**src/core/mvr_pkg.sv**
```systemverilog
// Package: constants and types for the move-and-return execution block
`default_nettype none
package mvr_pkg;
  localparam int PC_W = 15;
  localparam int FSR_W = 16;
  localparam int STK_DEPTH = 16;
  localparam logic [4:0] BANK_SEL_RST = 5'h00;
  localparam logic [6:0] PC_LATCH_RST = 7'h00;
  localparam logic [7:0] W_RST = 8'h00;
  localparam logic [7:0] OPT_RST = 8'hFF;
  localparam logic [15:0] FSR_RST = 16'h0000;
  localparam logic [PC_W-1:0] PC_RST = 15'h0000;
  localparam int IRQ_EN_BIT = 7;
  localparam int RET_CYCLES = 2;
  // Operation selector decoded upstream from the instruction word
  typedef enum logic [3:0] {
    MVR_OP_NOP, MVR_OP_LDBANK, MVR_OP_LDPAGE, MVR_OP_LDW, MVR_OP_STF,
    MVR_OP_STIND, MVR_OP_STREL, MVR_OP_OPTION, MVR_OP_SRESET, MVR_OP_RETIRQ
  } mvr_op_t;
  typedef enum logic [1:0] {
    MVR_MM_PREINC = 2'h0, MVR_MM_PREDEC = 2'h1, MVR_MM_POSTINC = 2'h2, MVR_MM_POSTDEC = 2'h3
  } mvr_mm_t;
  typedef enum {MVR_ST_EXEC, MVR_ST_RET2} mvr_state_t;
endpackage : mvr_pkg
`default_nettype wire

```
**src/core/mvr_stack_if.sv**
```systemverilog
// Interface: push/pop port between the executor and its return stack
`default_nettype none
interface mvr_stack_if;
  import mvr_pkg::*;
  logic push;
  logic pop;
  logic [PC_W-1:0] push_addr;
  logic [PC_W-1:0] top_addr;
  logic empty;
  modport ctrl (output push, output pop, output push_addr, input top_addr, input empty);
  modport mem (input push, input pop, input push_addr, output top_addr, output empty);
endinterface : mvr_stack_if
`default_nettype wire

```
**src/core/mvr_stack.sv**
```systemverilog
// Hardware return stack with registered top-of-stack read
`default_nettype none
module mvr_stack
  import mvr_pkg::*;
#(
  parameter int DEPTH = STK_DEPTH
) (
  input wire logic clk_sys,
  input wire logic resetn,
  mvr_stack_if.mem st
);
  localparam int PW = $clog2(DEPTH);
  if (DEPTH < 2 || (DEPTH & (DEPTH - 1)) != 0) begin : g_bad_depth
    $error("DEPTH must be a power of two >= 2");
  end
  logic [PC_W-1:0] mem_q [DEPTH];
  logic [PW-1:0] sp_reg;
  logic [PW:0] cnt_reg;
  logic [PC_W-1:0] top_reg;
  wire logic [PW-1:0] sp_next = st.push ? sp_reg + 1'b1 : st.pop ? sp_reg - 1'b1 : sp_reg;
  // Overflow wraps, as a circular stack does; contents are not reset
  always_ff @(posedge clk_sys) begin
    if (st.push) begin
      mem_q[sp_reg + 1'b1] <= st.push_addr;
    end
  end
  always_ff @(posedge clk_sys or negedge resetn) begin
    if (!resetn) begin
      sp_reg <= '0;
      cnt_reg <= '0;
      top_reg <= '0;
    end else begin
      sp_reg <= sp_next;
      if (st.push && cnt_reg != (PW+1)'(DEPTH)) begin
        cnt_reg <= cnt_reg + 1'b1;
      end else if (st.pop && cnt_reg != '0) begin
        cnt_reg <= cnt_reg - 1'b1;
      end
      top_reg <= st.push ? st.push_addr : mem_q[sp_next];
    end
  end
  assign st.top_addr = top_reg;
  assign st.empty = (cnt_reg == '0);
endmodule : mvr_stack
`default_nettype wire

```
**src/core/mvr_exec.sv**
```systemverilog
// Execution unit for literal loads, W stores, indirect stores, NOP, soft reset and return
//
// Function
// RULE1: load_bank_literal puts operand into bank select; the code loads only operand bits 3:0 and holds bank select bit 4 at 0
// RULE2: load_page_latch_literal loads seven-bit PC latch
// RULE3: load_w_literal puts eight-bit literal into W
// RULE4: store_w_to_file writes W to file, one cycle
// RULE5: store_w_indirect writes W via chosen pointer
// RULE6: Mode field picks pre/post increment/decrement
// RULE7: Relative form addresses pointer plus offset, unchanged
// RULE8: Pointers wrap modulo sixteen bits
// RULE9: Pointer adjust leaves status bits alone
// RULE10: Indirect port redirects to pointer's address
// RULE11: Option load copies W, single cycle
// RULE12: Soft reset resets device, clears flag
// RULE13: Return pops stack into PC, two cycles
// RULE14: Return sets global interrupt enable bit
// RULE15: NOP only advances the program counter
// RULE16: Loads and indirect store take one cycle
`default_nettype none
module mvr_exec
  import mvr_pkg::*;
#(
  parameter int STACK_DEPTH = STK_DEPTH
) (
  input wire logic clk_sys,
  input wire logic resetn,
  // Decoded instruction
  input wire logic instr_valid,
  input wire mvr_op_t instr_op,
  input wire logic [7:0] instr_lit,
  input wire logic [6:0] instr_faddr,
  input wire logic instr_fsr_sel,
  input wire logic [1:0] instr_mm,
  input wire logic [5:0] instr_offset,
  // Call support from neighbouring logic
  input wire logic call_push,
  input wire logic irq_clear_gie,
  // Reset cause and status
  input wire logic soft_reset_flag_set,
  // Architectural state
  output logic [PC_W-1:0] pc,
  output logic [4:0] bank_select_reg,
  output logic [6:0] pc_high_latch,
  output logic [7:0] w_reg,
  output logic [7:0] option_reg,
  output logic [15:0] fsr0,
  output logic [15:0] fsr1,
  output logic global_irq_enable,
  output logic soft_reset_flag,
  output logic instr_ready,
  output logic dev_reset_req,
  // Data memory write port
  output logic dmem_we,
  output logic [15:0] dmem_addr,
  output logic [7:0] dmem_wdata
);
  // Stack pointer arithmetic wraps, so only powers of two are served
  if (STACK_DEPTH < 2 || (STACK_DEPTH & (STACK_DEPTH - 1)) != 0) begin : g_bad_depth
    $error("STACK_DEPTH must be a power of two >= 2");
  end
  //////////////////////////////////////////////////////////////////////////////
  function automatic logic [15:0] mvr_adj(input logic [15:0] p, input logic dec);
    mvr_adj = dec ? p - 16'h0001 : p + 16'h0001; // RULE8
  endfunction : mvr_adj
  //////////////////////////////////////////////////////////////////////////////
  mvr_stack_if stk ();
  mvr_stack #(.DEPTH(STACK_DEPTH)) u_stack (
    .clk_sys(clk_sys),
    .resetn(resetn),
    .st(stk)
  );
  mvr_state_t state_reg, state_next;
  logic [PC_W-1:0] pc_reg, pc_next;
  logic [4:0] bank_reg;
  logic [6:0] pcl_reg;
  logic [7:0] w_q, opt_reg;
  logic [15:0] fsr_reg [2];
  logic irq_en_reg, sr_flag_reg, rst_req_reg, rdy_reg;
  logic we_reg;
  logic [15:0] addr_reg;
  logic [7:0] wd_reg;
  // Soft reset re-enters reset on the next edge, like a hardware reset
  logic sw_rst_reg;
  wire logic rst_all = sw_rst_reg;
  // Ready gates issue; without it a request waiting out reset runs twice
  wire logic go = instr_valid && rdy_reg && state_reg == MVR_ST_EXEC;
  wire logic is_op_sreset = go && instr_op == MVR_OP_SRESET;
  wire logic is_op_retirq = go && instr_op == MVR_OP_RETIRQ;
  wire logic is_op_ind = go && instr_op == MVR_OP_STIND;
  wire logic is_op_rel = go && instr_op == MVR_OP_STREL;
  wire logic [15:0] fsr_cur = fsr_reg[instr_fsr_sel];
  wire logic mm_dec = instr_mm[0];
  wire logic mm_post = instr_mm[1];
  wire logic [15:0] fsr_adj = mvr_adj(fsr_cur, mm_dec); // RULE6
  wire logic [15:0] ind_addr = mm_post ? fsr_cur : fsr_adj; // RULE6 RULE10
  wire logic [15:0] rel_addr = fsr_cur + {{10{instr_offset[5]}}, instr_offset}; // RULE7 RULE8
  wire logic [PC_W-1:0] pc_inc = pc_reg + 1'b1;
  //////////////////////////////////////////////////////////////////////////////
  assign stk.push = call_push && go;
  assign stk.push_addr = pc_inc;
  assign stk.pop = is_op_retirq; // RULE13
  always_comb begin
    state_next = state_reg;
    pc_next = pc_reg;
    unique case (state_reg)
      MVR_ST_EXEC: begin
        if (go) begin
          if (instr_op == MVR_OP_RETIRQ) begin
            // Top is read before the pop edge replaces it
            state_next = MVR_ST_RET2; // RULE13
            pc_next = stk.top_addr; // RULE13
          end else begin
            pc_next = pc_inc; // RULE15 RULE16
          end
        end
      end
      MVR_ST_RET2: begin
        // Second cycle of the return only retires
        state_next = MVR_ST_EXEC; // RULE13
      end
    endcase
  end
  //////////////////////////////////////////////////////////////////////////////
  always_ff @(posedge clk_sys or negedge resetn) begin
    if (!resetn) begin
      state_reg <= MVR_ST_EXEC;
      pc_reg <= PC_RST;
      rdy_reg <= 1'b0;
      sw_rst_reg <= 1'b0;
      rst_req_reg <= 1'b0;
    end else if (rst_all) begin
      state_reg <= MVR_ST_EXEC;
      pc_reg <= PC_RST; // RULE12
      rdy_reg <= 1'b0;
      sw_rst_reg <= 1'b0;
      rst_req_reg <= 1'b0;
    end else begin
      state_reg <= state_next;
      pc_reg <= pc_next;
      // No issue in the cycle in which the soft reset lands
      rdy_reg <= (state_next == MVR_ST_EXEC) && !is_op_sreset;
      sw_rst_reg <= is_op_sreset; // RULE12
      rst_req_reg <= is_op_sreset; // RULE12
    end
  end
  // Flag survives the soft reset it records; cleared by the instruction itself
  always_ff @(posedge clk_sys or negedge resetn) begin
    if (!resetn) begin
      sr_flag_reg <= 1'b1;
    end else if (is_op_sreset) begin
      sr_flag_reg <= 1'b0; // RULE12
    end else if (soft_reset_flag_set) begin
      sr_flag_reg <= 1'b1;
    end
  end
  always_ff @(posedge clk_sys or negedge resetn) begin
    if (!resetn) begin
      bank_reg <= BANK_SEL_RST;
      pcl_reg <= PC_LATCH_RST;
      w_q <= W_RST;
      opt_reg <= OPT_RST;
      irq_en_reg <= 1'b0;
    end else if (rst_all) begin
      bank_reg <= BANK_SEL_RST;
      pcl_reg <= PC_LATCH_RST;
      w_q <= W_RST;
      opt_reg <= OPT_RST;
      irq_en_reg <= 1'b0;
    end else begin
      if (go && instr_op == MVR_OP_LDBANK) bank_reg <= {1'b0, instr_lit[3:0]}; // RULE1
      if (go && instr_op == MVR_OP_LDPAGE) pcl_reg <= instr_lit[6:0]; // RULE2
      if (go && instr_op == MVR_OP_LDW) w_q <= instr_lit; // RULE3
      if (go && instr_op == MVR_OP_OPTION) opt_reg <= w_q; // RULE11
      // Return beats a same-cycle clear, so the pop re-enables interrupts
      if (stk.pop) begin
        irq_en_reg <= 1'b1; // RULE14
      end else if (irq_clear_gie) begin
        irq_en_reg <= 1'b0;
      end
    end
  end
  // Pointer updates touch no status bit: this block has no status path
  for (genvar g = 0; g < 2; g++) begin : g_fsr
    always_ff @(posedge clk_sys or negedge resetn) begin
      if (!resetn) begin
        fsr_reg[g] <= FSR_RST;
      end else if (rst_all) begin
        fsr_reg[g] <= FSR_RST;
      end else if (is_op_ind && instr_fsr_sel == g[0]) begin
        fsr_reg[g] <= fsr_adj; // RULE6 RULE9
      end
    end
  end
  // Strobe is registered; address and data ride with it for one cycle
  always_ff @(posedge clk_sys or negedge resetn) begin
    if (!resetn) begin
      we_reg <= 1'b0;
      addr_reg <= 16'h0000;
      wd_reg <= 8'h00;
    end else begin
      we_reg <= !rst_all && (is_op_ind || is_op_rel || (go && instr_op == MVR_OP_STF));
      addr_reg <= is_op_ind ? ind_addr : is_op_rel ? rel_addr : {9'h000, instr_faddr}; // RULE4 RULE5 RULE7
      wd_reg <= w_q; // RULE4 RULE5
    end
  end
  //////////////////////////////////////////////////////////////////////////////
  // Every output below is a flip-flop
  assign pc = pc_reg;
  assign bank_select_reg = bank_reg;
  assign pc_high_latch = pcl_reg;
  assign w_reg = w_q;
  assign option_reg = opt_reg;
  assign fsr0 = fsr_reg[0];
  assign fsr1 = fsr_reg[1];
  assign global_irq_enable = irq_en_reg;
  assign soft_reset_flag = sr_flag_reg;
  assign instr_ready = rdy_reg;
  assign dev_reset_req = rst_req_reg;
  assign dmem_we = we_reg;
  assign dmem_addr = addr_reg;
  assign dmem_wdata = wd_reg;
endmodule : mvr_exec
`default_nettype wire

```
**config.mk**
```make
export PLATFORM = sky130hd
export DESIGN_NAME = mvr_exec
export DESIGN_NICKNAME = d
export VERILOG_FILES = /design/src/core/mvr_pkg.sv /design/src/core/mvr_stack_if.sv /design/src/core/mvr_stack.sv /design/src/core/mvr_exec.sv
export SDC_FILE = /design/constraint.sdc
export NUM_CORES = 1
export LEC_CHECK = 0
export CAP_MARGIN = 20
export CELL_PAD_IN_SITES_DETAIL_PLACEMENT = 0
export CELL_PAD_IN_SITES_GLOBAL_PLACEMENT = 1
export CORE_ASPECT_RATIO = 1.4
export CORE_MARGIN = 2
export CORE_UTILIZATION = 56
export DETAILED_ROUTE_END_ITERATION = 12
export DONT_BUFFER_PORTS = 1
export GPL_TIMING_DRIVEN = 0
export PLACE_DENSITY_LB_ADDON = 0.1
export SLEW_MARGIN = 5
export SYNTH_ARGS = -nofsm -noshare
export SYNTH_HDL_FRONTEND = slang
export SYNTH_SLANG_ARGS = --single-unit
```
**constraint.sdc**
```tcl
create_clock -name clk_sys -period 7 [get_ports clk_sys]
set_clock_uncertainty 0.1 [all_clocks]
set_input_delay 0 -clock clk_sys [delete_from_list [all_inputs] [get_ports clk_sys]]
set_output_delay 0 -clock clk_sys [all_outputs]
set_load 0.01 [all_outputs]
```
[Word-level counts from Yosys, hierarchy flattened]
Memories as Yosys holds them, arrays and structs flattened. A register that Yosys moved wholly into a read port is not among the register bits.
Index checks and enable logic that the tools add are counted.
W data, S select, Z words.
Storage, ports and cells
  bits in registers: 140
  input bits: 34
  memory bits (writable): 240
  logic and storage cells: 109
  memories kept: 1
Operators by class
  muxes and demuxes: 38
  add/sub/neg operators: 6
  bitwise logic cells: 2
  eq/ne operators: 10
  reduce and logical (&&, ||, !) cells: 35
  $lt $le $gt $ge: 1
Memories
  u_stack.mem_q: words 16, bits a word 15, read ports 1, clocked after memory_dff 1, write ports 1, RTL line mvr_stack.sv:16  | logic [PC_W-1:0] mem_q [DEPTH];
Operator list (number)
  $mux W16: 11
  $logic_not A32 Y1: 3
  $mux W32: 3
  $pmux W32 S2: 1
  $mux W15: 4
  $eq A32 B1 Y1 const B: 1
  $mux W8: 4
  $reduce_bool A2 Y1: 9
  $add A16 B1 Y16 const B: 1
  $add A16 B16 Y16: 1
  $eq A4 B3 Y1 const B: 4
  $logic_and A1 B1 Y1: 16
  $sub A16 B1 Y16 const B: 1
  $add A15 B1 Y15 const B: 1
  $mux W7: 2
  $mux W5: 2
  $mux W1: 9
  $eq A4 B2 Y1 const B: 2
  $eq A4 B4 Y1 const B: 2
  $mux W4: 2
  $add A4 B1 Y4 const B: 1
  $eq A4 B1 Y1 const B: 1
  $sub A4 B1 Y4 const B: 1
  $logic_not A1 Y1: 3
  6 further kinds: 7

[Longest topological paths before layout]
Gate-level depths: netlist of run 1.
  depth after elaboration: 8
  gate-level depth with buffers: 14

[Modules after synthesis]
Synthesis of run 1 repeated with hierarchy kept, for this count alone.
Unflattened totals
  cells, all modules: 2113
  area total of the unflattened synthesis: 21570.7 sq um
By module, submodules not included
  mvr_stack: area each 14081.0 sq um, sequential area each 7807.5 sq um, cells an instance 1347, instances 1
  mvr_exec: area each 7489.7 sq um, sequential area each 3389.5 sq um, cells an instance 766, instances 1

[Worst setup path before layout of run 1]
No wires, ideal clock.
  path type: input to register
  start: input port instr_fsr_sel
  end: register fsr_reg (netlist bit fsr0[15])
  arrival time: 3.211 ns
  path slack: 3.611 ns
  stages on the path: 12
  path buffers: 2
  setup time: 0.078 ns
  cell sequence: clkbuf_1 buf_1 mux2_2 ha_1 o21ai_0 a311oi_1 a211o_1 o2111a_1 nor3_1 nor3b_1 or4_1 a21oi_1
On the way
  cells in the longest elaborated chain, start to end: 8
  elaborated cells between the ends (all ways): 12
Ends and longest elaborated chain
  start: declaration: RTL line mvr_exec.sv:33  | input wire logic instr_fsr_sel,
  $not A1 Y2 (implied by the code): RTL line mvr_exec.sv:92  | wire logic [15:0] fsr_cur = fsr_reg[instr_fsr_sel];
  $mux W16 (implied by the code) (3 in a row): RTL line mvr_exec.sv:92
  $add A16 B1 Y16 or $sub A16 B1 Y16 (tied branches): RTL line mvr_exec.sv:64  | mvr_adj = dec ? p - 16'h0001 : p + 16'h0001;
  $mux W16: RTL line mvr_exec.sv:64
  $mux W16: RTL line mvr_exec.sv:190  | end else if (is_op_ind && instr_fsr_sel == g[0]) begin
  $mux W16: RTL line mvr_exec.sv:188  | end else if (rst_all) begin
  end signal: indexed assignment: RTL line mvr_exec.sv:191  | fsr_reg[g] <= fsr_adj;
  end: declaration: RTL line mvr_exec.sv:78  | logic [15:0] fsr_reg [2];
Parallel ways exist; a longest one is shown, timed or not. The select of a mux whose other input is x is not followed.
A chain may end at the register's enable or synchronous reset.

[Worst setup path after layout of run 1]
  start: register state_reg[5]
  end: register u_stack.top_reg[7], in the netlist u_stack.st.top_addr[7], read port of u_stack.mem_q
On the way
  cells in the longest elaborated chain, start to end: 5
  elaborated cells between the ends (all ways): 6
Ends and longest elaborated chain
  start: declaration: RTL line mvr_exec.sv:73  | mvr_state_t state_reg, state_next;
  start signal: assignment: RTL line mvr_exec.sv:139  | state_reg <= state_next;
  $logic_not A32 Y1 *: RTL line mvr_exec.sv:87  | wire logic go = instr_valid && rdy_reg && state_reg == MVR_ST_EXEC;
  $logic_and A1 B1 Y1 *: RTL line mvr_exec.sv:87
  $logic_and A1 B1 Y1: RTL line mvr_exec.sv:89  | wire logic is_op_retirq = go && instr_op == MVR_OP_RETIRQ;
  $mux W4: RTL line mvr_stack.sv:20  | wire logic [PW-1:0] sp_next = st.push ? sp_reg + 1'b1 : st.pop ? sp_reg - 1'b1 : sp_reg;
  $mux W4 *: RTL line mvr_stack.sv:20
  end: declaration: RTL line mvr_stack.sv:19  | logic [PC_W-1:0] top_reg;
Mark *: on every way between the ends. The rest lies on a longest branch, timed or not.

==> results of run 1 <==
==> cells by family after synthesis <==
kind of cell | Yosys count
buf+inv | 110
fa+ha+maj | 38
compound gates | 303
flops | 394
simple gates | 495
other cells | 1
xor+xnor | 41
mux | 68
==> layout make-up <==
type | count | area [um^2]
flip-flops and latches | 394 | 11100
fillers | 2373 | 10600
multi-input cells | 946 | 6080
clock buffers | 45 | 997
repair buffers | 69 | 790
well taps | 390 | 488
plain buffers | 87 | 359
clock inverters | 22 | 300
inverters | 23 | 86.3
==> power by group <==
part           internal, mW  leakage, nW  switching [mW]  total [mW]
clock                  1.28        0.625           0.872        2.15
sequential             2.89         4.20           0.252        3.14
combinational         0.700         3.27            1.47        2.17
==> worst max-delay path, stage by stage (launching register included) <==
cell                        delay, ps
sky130_fd_sc_hd__dfrtp_1          380
sky130_fd_sc_hd__nor4_1           370
sky130_fd_sc_hd__nand4_1          260
sky130_fd_sc_hd__o41ai_1          400
sky130_fd_sc_hd__o311ai_0         190
sky130_fd_sc_hd__a21oi_1          910
sky130_fd_sc_hd__clkbuf_1         520
sky130_fd_sc_hd__clkbuf_1         530
sky130_fd_sc_hd__a31oi_1          340
sky130_fd_sc_hd__a2111oi_0        910
sky130_fd_sc_hd__o21ai_1          140
==> cells in the final DEF (no fill, tap or decap), types with 18 or more instances in the layout <==
master                          instances
sky130_fd_sc_hd__nand2_1              207
sky130_fd_sc_hd__a21oi_1               73
sky130_fd_sc_hd__clkbuf_1              76
sky130_fd_sc_hd__edfxtp_1             240
sky130_fd_sc_hd__nand3_1               19
sky130_fd_sc_hd__mux2i_1               45
sky130_fd_sc_hd__dlygate4sd3_1         46
sky130_fd_sc_hd__o21ai_0               25
sky130_fd_sc_hd__a311oi_1              28
sky130_fd_sc_hd__and3_1                64
sky130_fd_sc_hd__clkbuf_16             38
sky130_fd_sc_hd__buf_8                 18
sky130_fd_sc_hd__xnor2_1               19
sky130_fd_sc_hd__ha_1                  36
sky130_fd_sc_hd__dfrtp_1              145
sky130_fd_sc_hd__xor2_1                18
sky130_fd_sc_hd__a31oi_1               21
sky130_fd_sc_hd__inv_1                 21
sky130_fd_sc_hd__nor3_1                21
sky130_fd_sc_hd__nor2_1                84
sky130_fd_sc_hd__nor2b_1               38
sky130_fd_sc_hd__a211oi_1              80
==> routing by layer <==
layer	vias to the layer above	track usage (%)	part of all wire, %
li1	5590	-	-
met1	5908	34.1	37
met2	489	52.2	50
met3	122	5.76	7.0
met4	2	14.1	5.2
met5	-	0	0.027
==> final timing paths <==
path	end	cells after the start	start	slack, ps
min in group clk_sys	fsr1[1]	4	instr_fsr_sel	50
worst min register to register	dmem_wdata[7]	0	w_reg[7]	400
max in group asynchronous	fsr0[14]	2	resetn	6170
worst max register to register	u_stack.st.top_addr[7]	10	state_reg[5]	1780
worst min-delay path	u_stack.sp_reg[3]	2	resetn	30
worst max-delay path	u_stack.st.top_addr[7]	10	state_reg[5]	1780
==> per-stage QoR <==
| stage | setup WS [ps] | instances | util [%] |
|---|---|---|---|
| floorplan | 3610 | 1450 | - |
| global route | 1520 | 1976 | 65.5 |
| global placement | 1620 | 1840 | 58.5 |
| CTS | 1830 | 1975 | 65.4 |
| finish | 1780 | 1976 | 65.5 |
| detailed placement | 1860 | 1861 | 59.6 |
==> impl_metrics.prom, run 1 <==
# TYPE chip_impl_metric gauge
chip_impl_metric{name="via_count_of_the_first_global_routing_pass",unit=""} 12300
chip_impl_metric{name="critical_path.max_fanout",unit=""} 10
chip_impl_metric{name="proportion_of_layout_cells_with_a_drive_suffix_above_1",unit="%"} 9.46
chip_impl_metric{name="gr-total-overflow",unit=""} 0
chip_impl_metric{name="muxShareOfSynthArea",unit="%"} 4.56
chip_impl_metric{name="post_cts_resize_count",unit=""} 0
chip_impl_info{name="root_buffer",value="sky130_fd_sc_hd__clkbuf_16"} 1
chip_impl_metric{name="synth_sequential_area_ratio",unit="%"} 63.2
chip_impl_metric{name="finalCritPeriodShare",unit="%"} 74.5
chip_impl_metric{name="fin_hold_ws",unit="ps"} 27.8
chip_impl_info{name="hp-class",value="primary input to async pin"} 1
chip_impl_metric{name="io-pin-count",unit=""} 138
chip_impl_metric{name="report.power.total",unit="mW"} 7.46
chip_impl_metric{name="max_slew_margin",unit="%"} 22.6
chip_impl_info{name="tritoncts_clock_tree",value="built"} 1
chip_impl_metric{name="tritoncts_buffers",unit=""} 38
chip_impl_metric{name="synth_cells",unit=""} 1450
chip_impl_metric{name="drt-pass1-iter-count",unit=""} 7
chip_impl_metric{name="number_of_endpoints_with_negative_hold_slack_in_the_final_report",unit=""} 0
chip_impl_metric{name="nets",unit=""} 1631
chip_impl_info{name="dominant_combinational_cell_family_by_area_after_synthesis",value="simple AND/OR/NAND/NOR gates"} 1
chip_impl_info{name="synth-main-ff-cell",value="sky130_fd_sc_hd__edfxtp_1"} 1
chip_impl_metric{name="post-dp-hpwl",unit="um"} 33100
chip_impl_metric{name="clk-insertion-delay-late",unit="ps"} 540
chip_impl_metric{name="synthAdderAreaFrac",unit="%"} 2.80
chip_impl_info{name="most_used_standard_cells_in_the_synthesized_netlist",value="240 x sky130_fd_sc_hd__edfxtp_1, 207 x sky130_fd_sc_hd__nand2_1, 145 x sky130_fd_sc_hd__dfrtp_1"} 1
chip_impl_metric{name="placeableCoreArea",unit="um^2"} 30800
chip_impl_metric{name="groute.usage.overall",unit="%"} 29.3
chip_impl_info{name="timing_worst_setup_path_type",value="flip-flop to flip-flop"} 1
chip_impl_info{name="ys_top_cells_by_area",value="sky130_fd_sc_hd__edfxtp_1 41%, sky130_fd_sc_hd__dfrtp_1 21%, sky130_fd_sc_hd__nand2_1 4.4%, sky130_fd_sc_hd__a211oi_1 3.4%, sky130_fd_sc_hd__ha_1 2.6%"} 1
chip_impl_metric{name="synth_top_cell_area_share",unit="%"} 41.1
chip_impl_metric{name="setup_tns",unit="ps"} 0
chip_impl_metric{name="holdBufCountCts",unit=""} 47
chip_impl_metric{name="htree_num_levels",unit=""} 2
chip_impl_metric{name="place.gp.congestion",unit=""} 0.894
chip_impl_metric{name="die_area",unit="um^2"} 32800
chip_impl_metric{name="mappedNetlistArea",unit="um^2"} 17500
chip_impl_metric{name="synth_cell_types",unit=""} 63
chip_impl_metric{name="grt_max_degree",unit=""} 155
chip_impl_metric{name="die-height",unit="um"} 213
chip_impl_metric{name="leakagePower",unit="nW"} 8.09
chip_impl_metric{name="global_route_wire_length_before_repair",unit="um"} 72900
chip_impl_metric{name="drt-initial-drc-count",unit=""} 980
chip_impl_metric{name="synth_seq_cells",unit=""} 394
chip_impl_metric{name="worst_setup_hold_path_clk_slew",unit="ps"} 70
chip_impl_metric{name="antenna_cells_inserted",unit=""} 0
chip_impl_metric{name="syn2layout_area_growth",unit="%"} 15.1
chip_impl_info{name="cell_accounting_for_the_most_synthesized_area",value="sky130_fd_sc_hd__edfxtp_1"} 1
chip_impl_metric{name="detailroute.via_count",unit=""} 12100
chip_impl_metric{name="synth_simple_gate_area_share",unit="%"} 13.2
chip_impl_metric{name="tightest_slew",unit="ps"} 1160
chip_impl_metric{name="finalCriticalPeriod",unit="ps"} 5220
chip_impl_metric{name="initial_antenna_violation_count",unit=""} 2
chip_impl_metric{name="post_layout_instance_area",unit="um^2"} 20200
chip_impl_metric{name="cts.sink_count",unit=""} 394
chip_impl_metric{name="avgSynthCellArea",unit="um^2"} 12.1
chip_impl_info{name="kind_of_capture_point_of_the_worst_setup_path",value="flip-flop"} 1
chip_impl_metric{name="post-cts-setup-buffer-count",unit=""} 0
chip_impl_metric{name="synth-compound-area-share",unit="%"} 11.7
chip_impl_metric{name="drt_wl_total",unit="um"} 47400
chip_impl_metric{name="routed_via_count_divided_by_cell_count",unit=""} 6.13
chip_impl_metric{name="largest_reg_flops",unit=""} 240
chip_impl_metric{name="synth_xor_xnor_area_share",unit="%"} 2.05
chip_impl_metric{name="required",unit="ps"} 7270
chip_impl_metric{name="async_flop_share",unit="%"} 39.1
chip_impl_metric{name="syn-num-nets",unit=""} 1522
chip_impl_metric{name="max_frequency",unit="MHz"} 192
chip_impl_metric{name="portBuffers",unit=""} 0
chip_impl_metric{name="drc",unit=""} 0
chip_impl_metric{name="final_max_slew_viol_count",unit=""} 0
chip_impl_info{name="crit_path_start_kind",value="flip-flop"} 1
chip_impl_metric{name="setup_viol",unit=""} 0
chip_impl_metric{name="worst_ir_drop_vdd",unit="uV"} 274
chip_impl_metric{name="synth.yosys.warnings",unit=""} 0
chip_impl_info{name="grt_setup_unrepaired",value="false"} 1
chip_impl_info{name="post-synth-top-count-cell",value="sky130_fd_sc_hd__edfxtp_1"} 1
chip_impl_metric{name="timing.max_cap.violations",unit=""} 0
chip_impl_metric{name="synth-edff-count",unit=""} 240
chip_impl_info{name="status",value="completed"} 1
chip_impl_metric{name="critPathArrivalTime",unit="ps"} 5490
chip_impl_metric{name="avgRoutedWirePerCell",unit="um"} 24.0
chip_impl_metric{name="power.density_cell_area",unit="nW/um^2"} 370
chip_impl_metric{name="clk_path_buf_depth",unit=""} 3
chip_impl_metric{name="placed_area",unit="um^2"} 18400
chip_impl_metric{name="drtAntennaViolNets",unit=""} 0
chip_impl_metric{name="chipWidth",unit="um"} 154
chip_impl_metric{name="floorplan.initialDensity",unit="%"} 56.9
chip_impl_metric{name="std_cell_rows",unit=""} 76
Power figures use the tool's default switching activity.
==> run 2: changes to the inputs <==
--- a/config.mk
+++ b/config.mk
@@ -5,12 +5,13 @@
 export SDC_FILE = /design/constraint.sdc
 export NUM_CORES = 1
 export LEC_CHECK = 0
+export ABC_AREA = 1
 export CAP_MARGIN = 20
 export CELL_PAD_IN_SITES_DETAIL_PLACEMENT = 0
 export CELL_PAD_IN_SITES_GLOBAL_PLACEMENT = 1
 export CORE_ASPECT_RATIO = 1.4
 export CORE_MARGIN = 2
-export CORE_UTILIZATION = 56
+export CORE_UTILIZATION = 50
 export DETAILED_ROUTE_END_ITERATION = 12
 export DONT_BUFFER_PORTS = 1
 export GPL_TIMING_DRIVEN = 0
==> constraint.sdc (replaced) <==
create_clock -name clk_sys -period 5.4 [get_ports clk_sys]
set_clock_uncertainty 0.1 [all_clocks]
set_input_delay 0 -clock clk_sys [delete_from_list [all_inputs] [get_ports clk_sys]]
set_output_delay 0 -clock clk_sys [all_outputs]
set_load 0.01 [all_outputs]
==> run 2 against run 1 <==
Effect of this change:
- clock power is 22% higher
- non-clock buffer count grew 8
- synthesized cell count rose by 34%
- worst hold slack gained 3.3 ps
- count of clock-buffer cells in the layout grew 3
- area after synthesis is 7.4% higher
- via count is 18% higher
- first-iteration DRC count grew 24%
- highest routed layer is now met4
- setup slack got worse by 540 ps
- largest cell class unchanged
- utilization is 7.8 points lower
==> impl_metrics.prom, run 2 <==
# TYPE chip_impl_metric gauge
chip_impl_metric{name="portBuffers",unit=""} 0
chip_impl_metric{name="final_max_slew_viol_count",unit=""} 0
chip_impl_info{name="most-common-layout-cells",value="412 x sky130_fd_sc_hd__nand2_1, 252 x sky130_fd_sc_hd__nand3_1, 242 x sky130_fd_sc_hd__inv_1"} 1
chip_impl_metric{name="gr-total-overflow",unit=""} 0
chip_impl_metric{name="tritoncts_buffers",unit=""} 39
chip_impl_info{name="layout_commonest_cell",value="sky130_fd_sc_hd__nand2_1"} 1
chip_impl_metric{name="share_clk_of_total_power",unit="%"} 21.6
chip_impl_metric{name="post_layout_instance_area",unit="um^2"} 21500
chip_impl_metric{name="final_core_utilization",unit="%"} 57.7
chip_impl_metric{name="drc",unit=""} 0
chip_impl_metric{name="cts.sink_count",unit=""} 394
chip_impl_info{name="hp-class",value="primary input to flip-flop"} 1
chip_impl_metric{name="max_slew_margin",unit="%"} 29.3
chip_impl_metric{name="die-height",unit="um"} 234
chip_impl_metric{name="placed_cells",unit=""} 2439
chip_impl_metric{name="critPathArrivalTime",unit="ps"} 4490
chip_impl_metric{name="worst_setup_hold_path_clk_slew",unit="ps"} 60
chip_impl_metric{name="sequentialPowerShare",unit="%"} 37.9
chip_impl_metric{name="synth-edff-count",unit=""} 240
chip_impl_metric{name="largest_reg_flops",unit=""} 240
chip_impl_metric{name="avgRoutedWirePerCell",unit="um"} 23.0
chip_impl_metric{name="synth.yosys.warnings",unit=""} 0
chip_impl_metric{name="number_of_endpoints_with_negative_hold_slack_in_the_final_report",unit=""} 0
chip_impl_metric{name="synth_sequential_area_ratio",unit="%"} 58.8
chip_impl_metric{name="timing.max_cap.violations",unit=""} 0
chip_impl_metric{name="drtAntennaViolNets",unit=""} 0
chip_impl_metric{name="chipWidth",unit="um"} 168
chip_impl_metric{name="drt-met1-wl",unit="um"} 21100
chip_impl_metric{name="grt_max_degree",unit=""} 155
chip_impl_info{name="grt_setup_unrepaired",value="false"} 1
chip_impl_info{name="root_buffer",value="sky130_fd_sc_hd__clkbuf_16"} 1
chip_impl_metric{name="drt-initial-drc-count",unit=""} 1211
chip_impl_info{name="post-synth-top-count-cell",value="sky130_fd_sc_hd__nand2_1"} 1
chip_impl_metric{name="detailroute.via_count",unit=""} 14300
chip_impl_metric{name="tightest_slew",unit="ps"} 1060
chip_impl_metric{name="global_route_wire_length_before_repair",unit="um"} 87400
chip_impl_metric{name="max_frequency",unit="MHz"} 240
chip_impl_metric{name="synth_cell_types",unit=""} 47
chip_impl_metric{name="avgSynthCellArea",unit="um^2"} 9.67
chip_impl_metric{name="htree_num_levels",unit=""} 2
chip_impl_metric{name="initial_antenna_violation_count",unit=""} 0
chip_impl_metric{name="mappedNetlistArea",unit="um^2"} 18800
chip_impl_metric{name="drt_wl_total",unit="um"} 58900
chip_impl_metric{name="critical_path.max_fanout",unit=""} 10
chip_impl_info{name="crit_path_start_kind",value="primary input"} 1
chip_impl_metric{name="required",unit="ps"} 5730
chip_impl_metric{name="finalCriticalPeriod",unit="ps"} 4160
chip_impl_metric{name="syn2layout_area_growth",unit="%"} 14.5
chip_impl_info{name="kind_of_capture_point_of_the_worst_setup_path",value="flip-flop"} 1
chip_impl_metric{name="place.gp.congestion",unit=""} 0.941
chip_impl_metric{name="fillers",unit=""} 3285
chip_impl_metric{name="synth_cells",unit=""} 1947
chip_impl_info{name="synth-main-ff-cell",value="sky130_fd_sc_hd__edfxtp_1"} 1
chip_impl_info{name="tritoncts_clock_tree",value="built"} 1
chip_impl_metric{name="sw_pwr",unit="mW"} 5.31
chip_impl_metric{name="power.density_cell_area",unit="nW/um^2"} 565
chip_impl_metric{name="clk_path_buf_depth",unit=""} 3
chip_impl_metric{name="setup_tns",unit="ps"} 0
chip_impl_metric{name="placed_area",unit="um^2"} 19800
chip_impl_metric{name="synth_seq_cells",unit=""} 394
chip_impl_metric{name="groute.usage.overall",unit="%"} 30.3
chip_impl_metric{name="synth_top_cell_area_share",unit="%"} 38.3
chip_impl_metric{name="power_switching_share",unit="%"} 43.7
chip_impl_info{name="crit-reg2reg-launch",value="state_reg[31]"} 1
chip_impl_metric{name="dr_wl_met3",unit="um"} 3440
chip_impl_metric{name="route.met2.wl",unit="um"} 29900
chip_impl_info{name="ys_top_cells_by_area",value="sky130_fd_sc_hd__edfxtp_1 38%, sky130_fd_sc_hd__dfrtp_1 19%, sky130_fd_sc_hd__nand2_1 8.2%, sky130_fd_sc_hd__nand3_1 6.7%, sky130_fd_sc_hd__inv_1 4.8%"} 1
chip_impl_metric{name="async_flop_share",unit="%"} 39.1
chip_impl_metric{name="routed_via_count_divided_by_cell_count",unit=""} 5.57
chip_impl_metric{name="fin_cells",unit=""} 2564
chip_impl_info{name="timing_worst_setup_path_type",value="primary input to flip-flop"} 1
chip_impl_info{name="cell_accounting_for_the_most_synthesized_area",value="sky130_fd_sc_hd__edfxtp_1"} 1
chip_impl_metric{name="syn-num-nets",unit=""} 2019
chip_impl_metric{name="post-dp-hpwl",unit="um"} 42600
chip_impl_metric{name="placeableCoreArea",unit="um^2"} 37300
chip_impl_metric{name="nets",unit=""} 2132
chip_impl_metric{name="report.power.total",unit="mW"} 12.2
chip_impl_info{name="most_used_standard_cells_in_the_synthesized_netlist",value="412 x sky130_fd_sc_hd__nand2_1, 252 x sky130_fd_sc_hd__nand3_1, 242 x sky130_fd_sc_hd__inv_1"} 1
chip_impl_metric{name="antenna_cells_inserted",unit=""} 0
chip_impl_metric{name="worst_ir_drop_vdd",unit="uV"} 305
chip_impl_metric{name="power.internal",unit="mW"} 6.85
chip_impl_metric{name="io-pin-count",unit=""} 138
chip_impl_metric{name="proportion_of_layout_cells_with_a_drive_suffix_above_1",unit="%"} 9.61
chip_impl_info{name="status",value="completed"} 1
chip_impl_metric{name="fin_hold_ws",unit="ps"} 31.1
chip_impl_metric{name="die_area",unit="um^2"} 39200
chip_impl_metric{name="leakagePower",unit="nW"} 9.57
chip_impl_info{name="crit_path_from",value="instr_fsr_sel"} 1
chip_impl_metric{name="drt-pass1-iter-count",unit=""} 5
chip_impl_metric{name="clk-insertion-delay-late",unit="ps"} 560
chip_impl_metric{name="setup_viol",unit=""} 0
chip_impl_info{name="dr.max_layer_used",value="met4"} 1
chip_impl_metric{name="std_cell_rows",unit=""} 84
chip_impl_metric{name="floorplan.initialDensity",unit="%"} 50.4
chip_impl_info{name="worst_min_delay_path_startpoint",value="instr_mm[0]"} 1
chip_impl_metric{name="detailedPlace.worstSlack",unit="ps"} 1880
chip_impl_metric{name="power_frac_comb",unit="%"} 40.5
chip_impl_metric{name="finalCritPeriodShare",unit="%"} 77.0
chip_impl_metric{name="setup_ws",unit="ps"} 1240
chip_impl_metric{name="via_count_of_the_first_global_routing_pass",unit=""} 14300
chip_impl_metric{name="post_cts_resize_count",unit=""} 0
-- run 2: cell types whose count changed after synthesis, moves of 45 or more --
cell	previous run	this run
sky130_fd_sc_hd__a211oi_1	80	8
sky130_fd_sc_hd__and3_1	64	1
sky130_fd_sc_hd__inv_1	21	242
sky130_fd_sc_hd__mux2i_1	45	0
sky130_fd_sc_hd__nand2_1	207	412
sky130_fd_sc_hd__nand3_1	19	252
sky130_fd_sc_hd__nand3b_1	1	106
sky130_fd_sc_hd__o21ai_0	25	100
-- run 2: repair_timing --
item / CTS / global route
hold endpoints to repair: 247 / 0
setup endpoints to repair: 0 / 0
hold buffers: 53 / 0
buffers inserted: 0 / 0
-- run 2: cell type report --
type	instances	area (um^2)	area share, %
Multi-Input combinational cell	1210	6420	29.8
Tap cell	473	592	2.75
Buffer	92	468	2.17
Sequential cell	394	11100	51.4
Timing Repair Buffer	72	833	3.87
Clock buffer	48	1050	4.88
Clock inverter	24	159	0.738
Inverter	251	943	4.38
-- run 2: final timing paths --
check / cells past startpoint / to / slack (ps)
worst max-delay path: 17 / dmem_addr[5] / 1240
worst min-delay path: 4 / fsr0[11] / 30
worst max register to register: 16 / dmem_addr[1] / 1260
worst min register to register: 2 / state_reg[19] / 380
max in group asynchronous: 2 / fsr0[5] / 4490
min in group asynchronous: 2 / dmem_addr[1] / 70
-- run 2: kinds of logic (layout without fill, tap and decap cells) --
kind of cell / count (synthesis) / after routing / share of synthesized area (%)
simple gates: 942 / 942 / 23.5
fa+ha+maj: 38 / 38 / 2.61
buf+inv: 343 / 487 / 7.50
other cells: 1 / 1 / 0.0199
compound gates: 193 / 193 / 5.81
xor+xnor: 36 / 36 / 1.78
flops: 394 / 394 / 58.8
-- run 2: per-layer routing --
metal | vias up | global-route usage [%]
met2 | 550 | 54.2
li1 | 6724 | -
met3 | 167 | 4.78
met5 | - | 0
met1 | 6830 | 33.1
met4 | 0 | 20.5
-- run 2: power groups by stage --
| stage | Combinational, mW | Sequential [mW] | Clock, mW |
|---|---|---|---|
| after floorplan | 2.94 | 4.47 | 0 |
| after global placement | 4.59 | 4.67 | 0 |
| after detailed placement | 4.77 | 4.67 | 0 |
| after CTS | 4.88 | 4.61 | 2.65 |
| after global routing | 5.35 | 4.66 | 2.77 |
| final | 4.93 | 4.61 | 2.62 |
-- run 2: critical path: stages --
cell and delay (ps):
sky130_fd_sc_hd__dlygate4sd3_1 530, sky130_fd_sc_hd__buf_2 200, sky130_fd_sc_hd__inv_1 270, sky130_fd_sc_hd__clkbuf_1 460, sky130_fd_sc_hd__nand2_1 90, sky130_fd_sc_hd__nand2_1 280, sky130_fd_sc_hd__ha_1 360, sky130_fd_sc_hd__a21oi_1 160
sky130_fd_sc_hd__nand2_1 120, sky130_fd_sc_hd__a21oi_1 180, sky130_fd_sc_hd__o21bai_1 140, sky130_fd_sc_hd__o21ai_0 170, sky130_fd_sc_hd__a21oi_1 90, sky130_fd_sc_hd__a211oi_1 230, sky130_fd_sc_hd__dlygate4sd3_1 590, sky130_fd_sc_hd__a21oi_1 40
sky130_fd_sc_hd__dlygate4sd3_1 560
==> run 3: changes to the inputs <==
==> constraint.sdc (replaced) <==
create_clock -name clk_sys -period 4.2 [get_ports clk_sys]
set_clock_uncertainty 0.1 [all_clocks]
set_input_delay 0 -clock clk_sys [delete_from_list [all_inputs] [get_ports clk_sys]]
set_output_delay 0 -clock clk_sys [all_outputs]
set_load 0.01 [all_outputs]
==> run 3 against run 2 <==
Effect of this change:
- die area did not move
- sequential share of layout area barely moved
- cell count did not move
- via count rose by 0.40%
- sequential power rose by 29%
- power rose by 29%
- critical path type is now flip-flop to flip-flop
- largest power group unchanged
- highest routed layer unchanged
==> impl_metrics.prom, run 3 (synthesis results as in run 2) <==
# TYPE chip_impl_metric gauge
chip_impl_info{name="crit_path_from",value="state_reg[25]"} 1
chip_impl_metric{name="nets",unit=""} 2132
chip_impl_metric{name="report.power.total",unit="mW"} 15.6
chip_impl_metric{name="tightest_slew",unit="ps"} 1060
chip_impl_metric{name="placeableCoreArea",unit="um^2"} 37300
chip_impl_metric{name="via_count_of_the_first_global_routing_pass",unit=""} 14300
chip_impl_metric{name="drt_wl_total",unit="um"} 58900
chip_impl_metric{name="grt_util_met2",unit="%"} 54.2
chip_impl_info{name="timing_worst_setup_path_type",value="flip-flop to flip-flop"} 1
chip_impl_metric{name="proportion_of_layout_cells_with_a_drive_suffix_above_1",unit="%"} 9.85
chip_impl_metric{name="grt_util_met1",unit="%"} 33.1
chip_impl_metric{name="syn2layout_area_growth",unit="%"} 14.5
chip_impl_metric{name="fillers",unit=""} 3290
chip_impl_info{name="grt_setup_unrepaired",value="false"} 1
chip_impl_metric{name="post-cts-setup-buffer-count",unit=""} 0
chip_impl_metric{name="floorplan.initialDensity",unit="%"} 50.4
chip_impl_metric{name="worst_ir_drop_vdd",unit="uV"} 388
chip_impl_metric{name="chipWidth",unit="um"} 168
chip_impl_metric{name="tritoncts_buffers",unit=""} 39
chip_impl_metric{name="clk_path_buf_depth",unit=""} 3
chip_impl_metric{name="io-pin-count",unit=""} 138
chip_impl_metric{name="critical_path.max_fanout",unit=""} 4
chip_impl_info{name="hp-class",value="primary input to flip-flop"} 1
chip_impl_metric{name="htree_num_levels",unit=""} 2
chip_impl_info{name="kind_of_capture_point_of_the_worst_setup_path",value="flip-flop"} 1
chip_impl_metric{name="required",unit="ps"} 4520
chip_impl_metric{name="timing.max_cap.violations",unit=""} 0
chip_impl_metric{name="die_area",unit="um^2"} 39200
chip_impl_metric{name="finalCriticalPeriod",unit="ps"} 4020
chip_impl_metric{name="post-dp-hpwl",unit="um"} 42600
chip_impl_metric{name="finalCritPeriodShare",unit="%"} 95.7
chip_impl_metric{name="detailroute.via_count",unit=""} 14300
chip_impl_info{name="root_buffer",value="sky130_fd_sc_hd__clkbuf_16"} 1
chip_impl_metric{name="antenna_cells_inserted",unit=""} 0
chip_impl_metric{name="final_max_slew_viol_count",unit=""} 0
chip_impl_metric{name="number_of_endpoints_with_negative_hold_slack_in_the_final_report",unit=""} 0
chip_impl_metric{name="gr-total-overflow",unit=""} 0
chip_impl_metric{name="worst_r2r_path_depth",unit=""} 16
chip_impl_metric{name="leakagePower",unit="nW"} 9.57
chip_impl_metric{name="setup_ws",unit="ps"} 181
chip_impl_metric{name="avgRoutedWirePerCell",unit="um"} 23.0
chip_impl_metric{name="max_frequency",unit="MHz"} 249
chip_impl_metric{name="place.gp.congestion",unit=""} 0.941
chip_impl_info{name="crit-reg2reg-launch",value="state_reg[25]"} 1
chip_impl_info{name="crit_path_start_kind",value="flip-flop"} 1
chip_impl_metric{name="worst-r2r-setup-slack",unit="ps"} 180
chip_impl_metric{name="worst_setup_hold_path_clk_slew",unit="ps"} 70
chip_impl_metric{name="portBuffers",unit=""} 0
chip_impl_metric{name="max_slew_margin",unit="%"} 29.1
chip_impl_metric{name="initial_antenna_violation_count",unit=""} 0
chip_impl_metric{name="detailedPlace.worstSlack",unit="ps"} 684
chip_impl_info{name="layout_commonest_cell",value="sky130_fd_sc_hd__nand2_1"} 1
chip_impl_info{name="grt_busiest_layer",value="met2"} 1
chip_impl_metric{name="die-height",unit="um"} 234
chip_impl_metric{name="use_met3",unit="%"} 4.78
chip_impl_metric{name="drc",unit=""} 0
chip_impl_metric{name="clk-insertion-delay-late",unit="ps"} 560
chip_impl_metric{name="critPathArrivalTime",unit="ps"} 4340
chip_impl_metric{name="grt_max_degree",unit=""} 155
chip_impl_metric{name="drt-pass1-iter-count",unit=""} 5
chip_impl_info{name="critPathCapture",value="dmem_addr[1]"} 1
chip_impl_metric{name="register_area",unit="um^2"} 11100
chip_impl_info{name="most-common-layout-cells",value="411 x sky130_fd_sc_hd__nand2_1, 251 x sky130_fd_sc_hd__nand3_1, 241 x sky130_fd_sc_hd__inv_1"} 1
chip_impl_metric{name="cts.sink_count",unit=""} 394
chip_impl_metric{name="std_cell_rows",unit=""} 84
chip_impl_info{name="r2r-end",value="dmem_addr[1]"} 1
chip_impl_metric{name="largest_reg_flops",unit=""} 240
chip_impl_metric{name="groute.usage.overall",unit="%"} 30.3
chip_impl_metric{name="setup_viol",unit=""} 0
chip_impl_metric{name="post_layout_instance_area",unit="um^2"} 21500
chip_impl_metric{name="placed_area",unit="um^2"} 19800
chip_impl_metric{name="global_route_wire_length_before_repair",unit="um"} 87400
chip_impl_info{name="tritoncts_clock_tree",value="built"} 1
chip_impl_metric{name="drtAntennaViolNets",unit=""} 0
chip_impl_metric{name="multi_input_area",unit="um^2"} 6430
chip_impl_metric{name="drt-initial-drc-count",unit=""} 1216
chip_impl_metric{name="power.density_cell_area",unit="nW/um^2"} 726
chip_impl_info{name="status",value="completed"} 1
chip_impl_metric{name="routed_via_count_divided_by_cell_count",unit=""} 5.59
## run 3: layer usage
metal,share of wire (%),up-vias
li1,-,6725
met1,36,6927
met3,5.8,177
met4,7.7,0
met5,0,-
met2,51,499
## run 3: timing repair
action | in CTS | in global routing
endpoints found under the hold margin | 247 | 0
resized for setup | 0 | 6
endpoints found under the setup margin | 0 | 3
hold buffers | 53 | 0
## run 3: critical path: stages, from the launching register on
cell	delay (ps)
sky130_fd_sc_hd__dfrtp_1	370
sky130_fd_sc_hd__nor2_1	160
sky130_fd_sc_hd__nand2_1	80
sky130_fd_sc_hd__nor2_1	120
sky130_fd_sc_hd__nand2_2	130
sky130_fd_sc_hd__nor2_2	120
sky130_fd_sc_hd__nand2_1	70
sky130_fd_sc_hd__inv_2	90
sky130_fd_sc_hd__nand3_2	100
sky130_fd_sc_hd__nand2_1	80
sky130_fd_sc_hd__dlygate4sd3_1	540
sky130_fd_sc_hd__o21ai_0	80
sky130_fd_sc_hd__dlygate4sd3_1	570
sky130_fd_sc_hd__nand2_1	60
sky130_fd_sc_hd__dlygate4sd3_1	550
sky130_fd_sc_hd__o21ai_0	70
sky130_fd_sc_hd__dlygate4sd3_1	590
## run 3: through the flow
step | hold WS, ps | util [%] | cells | TNS [ps]
6_report | 28.2 | 57.8 | 2564 | 0
5_1_grt | 46.6 | 57.8 | 2564 | 0
4_1_cts | 6.74 | 57.7 | 2564 | 0
3_5_place_dp | -393 | 53.0 | 2439 | 0
3_3_place_gp | -393 | 52.0 | 2420 | -439
2_1_floorplan | -396 | - | 1947 | 0
## run 3: worst min path at each step
stage / startpoint / to / slack, ps / depth (start not counted)
2_1_floorplan: resetn / bank_select_reg[0] / -400 / 0
3_3_place_gp: resetn / fsr0[11] / -390 / 0
3_5_place_dp: resetn / fsr1[11] / -390 / 0
4_1_cts: instr_mm[0] / fsr0[5] / 7 / 4
5_1_grt: instr_mm[0] / fsr1[5] / 50 / 4
6_report: call_push / u_stack.sp_reg[0] / 30 / 5
## run 3: cell type report
| class | instances | area share [%] |
|---|---|---|
| clock buffers | 48 | 4.88 |
| plain buffers | 92 | 2.18 |
| well taps | 473 | 2.75 |
| clock inverters | 24 | 0.737 |
| inverters | 251 | 4.38 |
| multi-input cells | 1210 | 29.8 |
| repair buffers | 72 | 3.87 |
| flip-flops and latches | 394 | 51.4 |
## run 3: power by group
group / switching, mW / internal, mW / leakage [nW]
registers: 0.763 / 5.17 / 4.16
clock network: 1.52 / 1.85 / 0.589
logic: 4.55 / 1.79 / 4.82
total: 6.83 / 8.81 / 9.57
